<file path="src/design/iefl_pkg.sv">
// Register map, field positions and reset values of the interrupt flag block.
package iefl_pkg;

  // ----------------------------------------------------------------------
  // Bus geometry
  // ----------------------------------------------------------------------
  localparam int IEFL_ADDR_W = 12;
  localparam int IEFL_DATA_W = 32;
  localparam int IEFL_REG_W  = 8;
  localparam int IEFL_IDX_W  = 10;
  localparam int IEFL_IDX_LSB = 2;
  localparam int IEFL_NIB_W  = 4;

  // ----------------------------------------------------------------------
  // Register indices; the byte address is four times the index
  // ----------------------------------------------------------------------
  localparam logic [IEFL_IDX_W-1:0] IEFL_IDX_CORE_BANK0 = 10'h00B;
  localparam logic [IEFL_IDX_W-1:0] IEFL_IDX_CORE_BANK1 = 10'h08B;
  localparam logic [IEFL_IDX_W-1:0] IEFL_IDX_CORE_BANK2 = 10'h10B;
  localparam logic [IEFL_IDX_W-1:0] IEFL_IDX_CORE_BANK3 = 10'h18B;
  localparam logic [IEFL_IDX_W-1:0] IEFL_IDX_FLAGS_A    = 10'h00C;
  localparam logic [IEFL_IDX_W-1:0] IEFL_IDX_FLAGS_B    = 10'h00D;
  localparam logic [IEFL_IDX_W-1:0] IEFL_IDX_ENABLES_A  = 10'h08C;
  localparam logic [IEFL_IDX_W-1:0] IEFL_IDX_ENABLES_B  = 10'h08D;
  localparam logic [IEFL_IDX_W-1:0] IEFL_IDX_OPTION     = 10'h081;

  // ----------------------------------------------------------------------
  // Core control fields
  // ----------------------------------------------------------------------
  localparam int IEFL_GLOBAL_IRQ_ENABLE   = 7;
  localparam int IEFL_PERIPH_GROUP_ENABLE = 6;
  localparam int IEFL_TIMER_ZERO_ENABLE   = 5;
  localparam int IEFL_EXT_PIN_ENABLE      = 4;
  localparam int IEFL_PORT_CHANGE_ENABLE  = 3;
  localparam int IEFL_TIMER_ZERO_FLAG     = 2;
  localparam int IEFL_EXT_PIN_FLAG        = 1;
  localparam int IEFL_PORT_CHANGE_FLAG    = 0;

  // ----------------------------------------------------------------------
  // First peripheral flag and enable fields
  // ----------------------------------------------------------------------
  localparam int IEFL_PARALLEL_PORT   = 7;
  localparam int IEFL_CONVERTER_DONE  = 6;
  localparam int IEFL_SERIAL_RX       = 5;
  localparam int IEFL_SERIAL_TX       = 4;
  localparam int IEFL_SYNC_SERIAL     = 3;
  localparam int IEFL_CAPCMP_ONE      = 2;
  localparam int IEFL_TIMER_TWO_MATCH = 1;
  localparam int IEFL_TIMER_ONE_OVF   = 0;

  // ----------------------------------------------------------------------
  // Second peripheral flag and enable fields
  // ----------------------------------------------------------------------
  localparam int IEFL_RESERVED_B      = 6;
  localparam int IEFL_MEM_WRITE_DONE  = 4;
  localparam int IEFL_BUS_COLLISION   = 3;
  localparam int IEFL_CAPCMP_TWO      = 0;

  localparam int IEFL_EDGE_SELECT     = 6;

  // ----------------------------------------------------------------------
  // Masks and reset values
  // ----------------------------------------------------------------------
  localparam logic [IEFL_REG_W-1:0] IEFL_FLAGS_A_WR_MASK = 8'hCF;
  localparam logic [IEFL_REG_W-1:0] IEFL_B_IMPL_MASK     = 8'h59;
  localparam logic [IEFL_REG_W-1:0] IEFL_B_IRQ_MASK      = 8'h19;
  localparam logic [IEFL_REG_W-1:0] IEFL_OPTION_MASK     = 8'h40;
  localparam logic [IEFL_REG_W-1:0] IEFL_RESET_BYTE      = 8'h00;
  localparam logic [IEFL_NIB_W-1:0] IEFL_RESET_NIB       = 4'h0;

endpackage

</file>
<file path="src/design/iefl_irq_flags.sv">
// Interrupt enable and flag registers with APB access and request output.
//
// The implementer's own choice: the APB interface to the registers.
`timescale 1ns/1ps

module iefl_irq_flags
  import iefl_pkg::*;
(
  input  wire logic                   pclk,
  input  wire logic                   presetn,
  input  wire logic                   psel,
  input  wire logic                   penable,
  input  wire logic                   pwrite,
  input  wire logic [IEFL_ADDR_W-1:0] paddr,
  input  wire logic [IEFL_DATA_W-1:0] pwdata,
  output logic      [IEFL_DATA_W-1:0] prdata,
  output logic                        pready,
  output logic                        pslverr,
  input  wire logic                   timer_zero_ovf,
  input  wire logic                   external_edge_pin,
  input  wire logic [IEFL_NIB_W-1:0]  port_b_pins,
  input  wire logic                   port_b_read,
  input  wire logic                   parallel_port_access,
  input  wire logic                   converter_done,
  input  wire logic                   serial_rx_full,
  input  wire logic                   serial_tx_empty,
  input  wire logic                   sync_serial_event,
  input  wire logic                   capcmp_one_event,
  input  wire logic                   timer_two_match,
  input  wire logic                   timer_one_ovf,
  input  wire logic                   mem_write_done,
  input  wire logic                   bus_collision,
  input  wire logic                   capcmp_two_event,
  output logic                        irq_request
);

  logic [IEFL_REG_W-1:0] core_irq_control;
  logic [IEFL_REG_W-1:0] periph_irq_flags_a;
  logic [IEFL_REG_W-1:0] periph_irq_flags_b;
  logic [IEFL_REG_W-1:0] periph_irq_enables_a;
  logic [IEFL_REG_W-1:0] periph_irq_enables_b;
  logic [IEFL_REG_W-1:0] option_bits;

  logic [IEFL_IDX_W-1:0] idx;
  logic                  addr_core;
  logic                  addr_flags_a;
  logic                  addr_flags_b;
  logic                  addr_enables_a;
  logic                  addr_enables_b;
  logic                  addr_option;
  logic                  addr_hit;
  logic                  wr_access;
  logic [IEFL_REG_W-1:0] wbyte;
  logic [IEFL_REG_W-1:0] read_byte;
  logic [IEFL_REG_W-1:0] flags_a_view;

  logic                  ext_edge;
  logic                  port_mismatch;
  logic [IEFL_REG_W-1:0] core_set;
  logic [IEFL_REG_W-1:0] flags_a_set;
  logic [IEFL_REG_W-1:0] flags_b_set;
  logic                  core_pending;
  logic                  periph_pending;
  logic                  next_irq_request;

  // ----------------------------------------------------------------------
  // Pin conditioning
  // ----------------------------------------------------------------------
  iefl_pin_watch u_pin_watch (
    .pclk              (pclk),
    .presetn           (presetn),
    .external_edge_pin (external_edge_pin),
    .port_b_pins       (port_b_pins),
    .edge_select       (option_bits[IEFL_EDGE_SELECT]),
    .port_read         (port_b_read),
    .ext_edge          (ext_edge),
    .port_mismatch     (port_mismatch)
  );

  // ----------------------------------------------------------------------
  // Address decode
  // ----------------------------------------------------------------------
  assign idx = paddr[IEFL_ADDR_W-1:IEFL_IDX_LSB];

  assign addr_core = (idx == IEFL_IDX_CORE_BANK0)
                   | (idx == IEFL_IDX_CORE_BANK1)
                   | (idx == IEFL_IDX_CORE_BANK2)
                   | (idx == IEFL_IDX_CORE_BANK3);
  assign addr_flags_a   = (idx == IEFL_IDX_FLAGS_A);
  assign addr_flags_b   = (idx == IEFL_IDX_FLAGS_B);
  assign addr_enables_a = (idx == IEFL_IDX_ENABLES_A);
  assign addr_enables_b = (idx == IEFL_IDX_ENABLES_B);
  assign addr_option    = (idx == IEFL_IDX_OPTION);
  assign addr_hit = addr_core | addr_flags_a | addr_flags_b
                  | addr_enables_a | addr_enables_b | addr_option;

  // The slave never inserts wait states; unmapped words answer with an
  // error and no register changes.
  assign pready    = 1'b1;
  assign pslverr   = psel & penable & ~addr_hit;
  assign wr_access = psel & penable & pwrite & addr_hit;
  assign wbyte     = pwdata[IEFL_REG_W-1:0];

  // ----------------------------------------------------------------------
  // Hardware set terms
  // ----------------------------------------------------------------------
  always_comb begin
    core_set = '0;
    core_set[IEFL_TIMER_ZERO_FLAG]  = timer_zero_ovf;
    core_set[IEFL_EXT_PIN_FLAG]     = ext_edge;
    core_set[IEFL_PORT_CHANGE_FLAG] = port_mismatch;
  end

  always_comb begin
    flags_a_set = '0;
    flags_a_set[IEFL_PARALLEL_PORT]   = parallel_port_access;
    flags_a_set[IEFL_CONVERTER_DONE]  = converter_done;
    flags_a_set[IEFL_SYNC_SERIAL]     = sync_serial_event;
    flags_a_set[IEFL_CAPCMP_ONE]      = capcmp_one_event;
    flags_a_set[IEFL_TIMER_TWO_MATCH] = timer_two_match;
    flags_a_set[IEFL_TIMER_ONE_OVF]   = timer_one_ovf;
  end

  always_comb begin
    flags_b_set = '0;
    flags_b_set[IEFL_MEM_WRITE_DONE] = mem_write_done;
    flags_b_set[IEFL_BUS_COLLISION]  = bus_collision;
    flags_b_set[IEFL_CAPCMP_TWO]     = capcmp_two_event;
  end

  // ----------------------------------------------------------------------
  // Core control register
  // ----------------------------------------------------------------------
  // A hardware event in the cycle of a software write wins, so an event is
  // never lost to a clear.
  always_ff @(posedge pclk or negedge presetn) begin
    if (!presetn) begin
      core_irq_control <= IEFL_RESET_BYTE;
    end else if (wr_access && addr_core) begin
      core_irq_control <= wbyte | core_set;
    end else begin
      core_irq_control <= core_irq_control | core_set;
    end
  end

  // ----------------------------------------------------------------------
  // First peripheral flags
  // ----------------------------------------------------------------------
  // Receive and transmit positions are never stored; they mirror the
  // buffer levels, so writes to them are dropped.
  always_ff @(posedge pclk or negedge presetn) begin
    if (!presetn) begin
      periph_irq_flags_a <= IEFL_RESET_BYTE;
    end else if (wr_access && addr_flags_a) begin
      periph_irq_flags_a <= (wbyte & IEFL_FLAGS_A_WR_MASK)
                          | flags_a_set;
    end else begin
      periph_irq_flags_a <= periph_irq_flags_a | flags_a_set;
    end
  end

  always_comb begin
    flags_a_view = periph_irq_flags_a & IEFL_FLAGS_A_WR_MASK;
    flags_a_view[IEFL_SERIAL_RX] = serial_rx_full;
    flags_a_view[IEFL_SERIAL_TX] = serial_tx_empty;
  end

  // ----------------------------------------------------------------------
  // Second peripheral flags
  // ----------------------------------------------------------------------
  always_ff @(posedge pclk or negedge presetn) begin
    if (!presetn) begin
      periph_irq_flags_b <= IEFL_RESET_BYTE;
    end else if (wr_access && addr_flags_b) begin
      periph_irq_flags_b <= (wbyte & IEFL_B_IMPL_MASK) | flags_b_set;
    end else begin
      periph_irq_flags_b <= periph_irq_flags_b | flags_b_set;
    end
  end

  // ----------------------------------------------------------------------
  // Enable registers and edge option
  // ----------------------------------------------------------------------
  always_ff @(posedge pclk or negedge presetn) begin
    if (!presetn) begin
      periph_irq_enables_a <= IEFL_RESET_BYTE;
    end else if (wr_access && addr_enables_a) begin
      periph_irq_enables_a <= wbyte;
    end
  end

  // The reserved position is kept as storage so that software reads back
  // what it wrote, but it never feeds the request.
  always_ff @(posedge pclk or negedge presetn) begin
    if (!presetn) begin
      periph_irq_enables_b <= IEFL_RESET_BYTE;
    end else if (wr_access && addr_enables_b) begin
      periph_irq_enables_b <= wbyte & IEFL_B_IMPL_MASK;
    end
  end

  always_ff @(posedge pclk or negedge presetn) begin
    if (!presetn) begin
      option_bits <= IEFL_RESET_BYTE;
    end else if (wr_access && addr_option) begin
      option_bits <= wbyte & IEFL_OPTION_MASK;
    end
  end

  // ----------------------------------------------------------------------
  // Read data
  // ----------------------------------------------------------------------
  // Read data is captured in the setup phase so that it comes from a flop
  // yet still fits a zero-wait access phase.
  always_comb begin
    read_byte = IEFL_RESET_BYTE;
    if (addr_core) begin
      read_byte = core_irq_control;
    end else if (addr_flags_a) begin
      read_byte = flags_a_view;
    end else if (addr_flags_b) begin
      read_byte = periph_irq_flags_b;
    end else if (addr_enables_a) begin
      read_byte = periph_irq_enables_a;
    end else if (addr_enables_b) begin
      read_byte = periph_irq_enables_b;
    end else if (addr_option) begin
      read_byte = option_bits;
    end
  end

  always_ff @(posedge pclk or negedge presetn) begin
    if (!presetn) begin
      prdata <= '0;
    end else if (psel && !penable && !pwrite) begin
      prdata <= {{(IEFL_DATA_W-IEFL_REG_W){1'b0}}, read_byte};
    end
  end

  // ----------------------------------------------------------------------
  // Request to the core
  // ----------------------------------------------------------------------
  assign core_pending =
      (core_irq_control[IEFL_TIMER_ZERO_ENABLE]
       & core_irq_control[IEFL_TIMER_ZERO_FLAG])
    | (core_irq_control[IEFL_EXT_PIN_ENABLE]
       & core_irq_control[IEFL_EXT_PIN_FLAG])
    | (core_irq_control[IEFL_PORT_CHANGE_ENABLE]
       & core_irq_control[IEFL_PORT_CHANGE_FLAG]);

  assign periph_pending =
      core_irq_control[IEFL_PERIPH_GROUP_ENABLE]
    & ((|(flags_a_view & periph_irq_enables_a))
     | (|(periph_irq_flags_b & periph_irq_enables_b & IEFL_B_IRQ_MASK)));

  assign next_irq_request = core_irq_control[IEFL_GLOBAL_IRQ_ENABLE]
                          & (core_pending | periph_pending);

  always_ff @(posedge pclk or negedge presetn) begin
    if (!presetn) begin
      irq_request <= 1'b0;
    end else begin
      irq_request <= next_irq_request;
    end
  end

endmodule

</file>
<file path="src/design/iefl_pin_watch.sv">
// Pin synchronisers, edge detection and port-change mismatch detection.
`timescale 1ns/1ps
module iefl_pin_watch
  import iefl_pkg::*;
(
  input  wire logic                  pclk,
  input  wire logic                  presetn,
  input  wire logic                  external_edge_pin,
  input  wire logic [IEFL_NIB_W-1:0] port_b_pins,
  input  wire logic                  edge_select,
  input  wire logic                  port_read,
  output logic                       ext_edge,
  output logic                       port_mismatch
);

  logic [IEFL_NIB_W:0]   sync_first;
  logic [IEFL_NIB_W:0]   sync_second;
  logic                  ext_prev;
  logic [2:0]            primed;
  logic [IEFL_NIB_W-1:0] port_latch;

  // ----------------------------------------------------------------------
  // Two-stage synchronisers
  // ----------------------------------------------------------------------
  always_ff @(posedge pclk or negedge presetn) begin
    if (!presetn) begin
      sync_first  <= '0;
      sync_second <= '0;
    end else begin
      sync_first  <= {external_edge_pin, port_b_pins};
      sync_second <= sync_first;
    end
  end

  // ----------------------------------------------------------------------
  // Edge detector
  // ----------------------------------------------------------------------
  // Edges are ignored until the previous-sample flop holds a real pin
  // sample, so a pin that is high at reset release never looks like an edge.
  always_ff @(posedge pclk or negedge presetn) begin
    if (!presetn) begin
      ext_prev <= 1'b0;
      primed   <= '0;
    end else begin
      ext_prev <= sync_second[IEFL_NIB_W];
      primed   <= {primed[1:0], 1'b1};
    end
  end

  always_comb begin
    if (!primed[2]) begin
      ext_edge = 1'b0;
    end else if (edge_select) begin
      ext_edge = sync_second[IEFL_NIB_W] & ~ext_prev;
    end else begin
      ext_edge = ~sync_second[IEFL_NIB_W] & ext_prev;
    end
  end

  // ----------------------------------------------------------------------
  // Port-change mismatch
  // ----------------------------------------------------------------------
  always_ff @(posedge pclk or negedge presetn) begin
    if (!presetn) begin
      port_latch <= IEFL_RESET_NIB;
    end else if (port_read) begin
      port_latch <= sync_second[IEFL_NIB_W-1:0];
    end
  end

  assign port_mismatch = (port_latch != sync_second[IEFL_NIB_W-1:0]);

endmodule

</file>
<file path="config.mk">
export PLATFORM = sky130hd
export DESIGN_NAME = iefl_irq_flags
export DESIGN_NICKNAME = d
export VERILOG_FILES = /design/src/design/iefl_pkg.sv /design/src/design/iefl_irq_flags.sv /design/src/design/iefl_pin_watch.sv
export SDC_FILE = /design/constraint.sdc
export NUM_CORES = 1
export LEC_CHECK = 0
export BUFFER_PORTS_ARGS = -buffer_cell sky130_fd_sc_hd__buf_2
export CORE_MARGIN = 4
export CORE_UTILIZATION = 25
export DETAILED_ROUTE_END_ITERATION = 16
export PLACE_DENSITY_LB_ADDON = 0.08
export SYNTH_ARGS = -nofsm -noshare
export SYNTH_HDL_FRONTEND = slang
export SYNTH_SLANG_ARGS = --single-unit
</file>
<file path="constraint.sdc">
create_clock -name pclk -period 1.8 [get_ports pclk]
set_input_delay 0.09 -clock pclk [delete_from_list [all_inputs] [get_ports pclk]]
set_output_delay 0.09 -clock pclk [all_outputs]
set_load 0.01 [all_outputs]
</file>
==> results.json <==
{
  "finalCriticalPeriod_ns": 1.67,
  "grt_antenna_before_repair": 0,
  "fraction_of_power_consumed_by_sequential_logic": 0.392,
  "hold_violations": 0,
  "power.net_switching_mw": 0.771,
  "final-instance-count-excl-fill": 488,
  "grt-ovfl-total": 0,
  "timing.reg2reg.setup_slack_ns": 0.13,
  "synth_area_um2": 2890,
  "cp.arrival_ns": 1.87,
  "crit_path_max_incr_delay_ns": 0.54,
  "max-vdd-ir-drop_mv": 0.400,
  "layout-drive-gt1-share": 0.377,
  "asyncSetResetFlopFracSynth": 1.00,
  "worst_r2r_path_depth": 4,
  "cts_tree": "done",
  "share_comb_of_total_power": 0.085,
  "achievable_frequency_mhz": 599,
  "route.final.wire_length_um": 7730,
  "cp_slowest_cell": "sky130_fd_sc_hd__or4_1",
  "drtIter0Drc": 83,
  "vias_after_detailed_routing": 2178,
  "ant_nets": 0,
  "synth_warn": 0,
  "crit-reg2reg-launch": "periph_irq_flags_b[6]",
  "end_of_flow_core_utilization": 0.340,
  "dieArea_um2": 13400,
  "timing.final.max_slew_violations": 0,
  "worstReg2RegEnd": "prdata[6]",
  "via_per_inst": 4.46,
  "intPower_mw": 2.71,
  "worst-path-max-fanout": 2,
  "final-setup-viol-count": 0,
  "setup.worst_path.start": "periph_irq_flags_b[6]",
  "syn-instance-count": 245,
  "yosys-top-cells-area": "sky130_fd_sc_hd__dfrtp_1, sky130_fd_sc_hd__buf_4, sky130_fd_sc_hd__mux2_2",
  "endpoint_kind": "flip-flop",
  "synth_top_area_share": 0.502,
  "synth-main-ff-cell": "sky130_fd_sc_hd__dfrtp_1",
  "n_antenna_cell": 0,
  "cellLeakagePower_nw": 1.80,
  "place_worst_setup_slack_ns": -0.0295,
  "hold_path_class": "primary input to flip-flop",
  "ctsRootBufferMaster": "sky130_fd_sc_hd__clkbuf_16",
  "worst_setup_path_start_kind": "flip-flop",
  "fp.dieW_um": 116,
  "power_per_cell_area_nw_per_um2": 901,
  "final_net_count": 408,
  "cts.reportedPaths.clkPinSlew_ns": 0.05,
  "cts-buffers-inserted": 9,
  "status": "completed",
  "clock_skew_ns": 0.00382,
  "distinct_cell_type_count_after_synthesis": 51,
  "synth_largest_area_cell": "sky130_fd_sc_hd__dfrtp_1",
  "placed_instances": 460,
  "synth_sequential_area_ratio": 0.502,
  "postSynthRegisterBits": 58,
  "gp_congestion": 0.785,
  "clock_tree_buffer_depth": 2,
  "required_ns": 2.00,
  "placement.io_buffers": 50,
  "clock_power_share": 0.523,
  "post-cts-setup-buffer-count": 0,
  "floorplan_core_area_um2": 11400,
  "fp-row-count": 39,
  "i_o_pins": 102,
  "route.detailed.drc": 0,
  "post_synth.cell_area_avg_um2": 11.8,
  "leading_cell_types_by_count_after_synthesis": "sky130_fd_sc_hd__dfrtp_1, sky130_fd_sc_hd__buf_4, sky130_fd_sc_hd__nor2_1, sky130_fd_sc_hd__mux2_2, sky130_fd_sc_hd__nand3_1",
  "power_mw": 3.48,
  "grt_max_degree": 59,
  "number_of_flops_mapped_to_enable_cells_by_yosys": 0,
  "sw_frac_of_total": 0.221,
  "crit_path_cell_trace": "or4_1 > a221oi_2 > o211ai_1 > a32o_1",
  "nFillCells": 1159,
  "grt_setup_unrepaired": "no",
  "route.detailed.wl_per_inst_um": 15.8,
  "clock_insertion_delay_worst_skew_ns": 0.32,
  "dr.pass1.iters": 4,
  "grt_pass1_wl_um": 12400,
  "period_utilisation_layout": 0.927,
  "postLayoutSetupSlackWorst_ns": 0.132,
  "h-tree-depth": 3,
  "start_util": 0.255,
  "grt_pass1_vias": 2251,
  "post-dp-hpwl_um": 5820,
  "die_span_in_y_um": 116,
  "yosysMostFrequentCell": "sky130_fd_sc_hd__dfrtp_1",
  "endpoint": "prdata[6]",
  "critPathKind": "flip-flop to flip-flop",
  "clock_sinks": 58,
  "grt_util_all_layers": 0.124,
  "layout-area-overhead-vs-synth_pct": 33.5,
  "cap_viol_max_count": 0
}
[power groups by stage]
stage	Sequential, mW	Clock (mW)	Combinational [mW]
after floorplan	1.39	0	0.153
after global placement	1.39	0	0.277
after detailed placement	1.39	0	0.279
after CTS	1.37	1.88	0.301
after global routing	1.37	1.95	0.336
final	1.37	1.82	0.296
[repair_timing]
action / in CTS / in global routing
setup endpoints to repair: 0 / 1
resized for setup: 0 / 1
hold buffers: 13 / 0
endpoints found under the hold margin: 70 / 0
[sequential cells by signal, indices dropped and copies added, names as in the netlist, 3 cells and up]
signal,flops
core_irq_control,8
periph_irq_enables_a,8
periph_irq_enables_b,4
periph_irq_flags_a,6
periph_irq_flags_b,4
prdata,8
u_pin_watch.port_latch,4
u_pin_watch.primed,3
u_pin_watch.sync_first,5
u_pin_watch.sync_second,5
[cell families after synthesis]
| logic type | synth area share |
|---|---|
| DFF | 0.502 |
| muxes | 0.138 |
| other | 0.00260 |
| xor gates and xnor gates | 0.0121 |
| AOI/OAI and AO/OA | 0.107 |
| buffers and inverters | 0.0947 |
| and+or+nand+nor | 0.144 |
[worst min path at each step]
stage | start | to | cells past startpoint
finish | pwdata[2] | periph_irq_flags_a[2] | 2
global route | pwdata[5] | core_irq_control[5] | 2
CTS | pwdata[2] | periph_irq_flags_a[2] | 2
detailed placement | presetn | u_pin_watch.sync_first[4] | 2
global placement | presetn | u_pin_watch.sync_first[4] | 2
floorplan | presetn | core_irq_control[0] | 0
[through the flow]
| step | hold slack [ns] | instance area [um^2] | TNS [ns] |
|---|---|---|---|
| after floorplan | -0.206 | 2980 | 0 |
| final | 0.00834 | 3860 | 0 |
| after detailed placement | 0.129 | 3410 | -0.223 |
| after global routing | 0.00500 | 3860 | 0 |
| after global placement | 0.120 | 3410 | -0.297 |
| after CTS | 0.000392 | 3860 | 0 |
[worst max-delay path: cells and delay by family, from the launching register on]
kind | cells | cell delay, ns
flops | 1 | 0.36
simple gates | 1 | 0.54
compound gates | 3 | 0.65
[placed cells by master (no fill, tap or decap), types with 3 or more instances in the layout]
master / synthesis / routed
sky130_fd_sc_hd__a31oi_1: 3 / 3
sky130_fd_sc_hd__nor2b_1: 3 / 3
sky130_fd_sc_hd__nor3_1: 4 / 4
sky130_fd_sc_hd__mux2_2: 14 / 14
sky130_fd_sc_hd__buf_4: 25 / 30
sky130_fd_sc_hd__dlygate4sd3_1: 0 / 13
sky130_fd_sc_hd__mux2i_1: 5 / 5
sky130_fd_sc_hd__dfrtp_1: 58 / 58
sky130_fd_sc_hd__mux2_4: 9 / 9
sky130_fd_sc_hd__nand2_1: 11 / 11
sky130_fd_sc_hd__a21boi_0: 7 / 7
sky130_fd_sc_hd__nor2_1: 17 / 17
sky130_fd_sc_hd__a21oi_1: 5 / 5
sky130_fd_sc_hd__buf_2: 0 / 50
sky130_fd_sc_hd__a22oi_1: 4 / 4
sky130_fd_sc_hd__clkbuf_16: 0 / 9
sky130_fd_sc_hd__inv_1: 7 / 7
sky130_fd_sc_hd__xor2_1: 4 / 4
sky130_fd_sc_hd__o211ai_1: 4 / 4
sky130_fd_sc_hd__conb_1: 2 / 26
sky130_fd_sc_hd__a211o_1: 7 / 7
sky130_fd_sc_hd__nand3_1: 13 / 13
[routing by layer]
metal / wire length (um) / global-route usage / part of all wire
met5: 0 / 0 / 0
met4: 111 / 0.0516 / 0.014
met3: 400 / 0.0240 / 0.052
met2: 3730 / 0.198 / 0.48
met1: 3490 / 0.165 / 0.45
[area by class of cell]
class	count	area (um^2)	area share
flip-flops and latches	58	1450	0.376
multi-input cells	171	1260	0.327
repair buffers	94	626	0.162
clock buffers	10	239	0.0618
well taps	143	179	0.0463
clock inverters	5	78.8	0.0204
inverters	7	26.3	0.00680
Note: power is estimated with default switching activity, not from simulation.
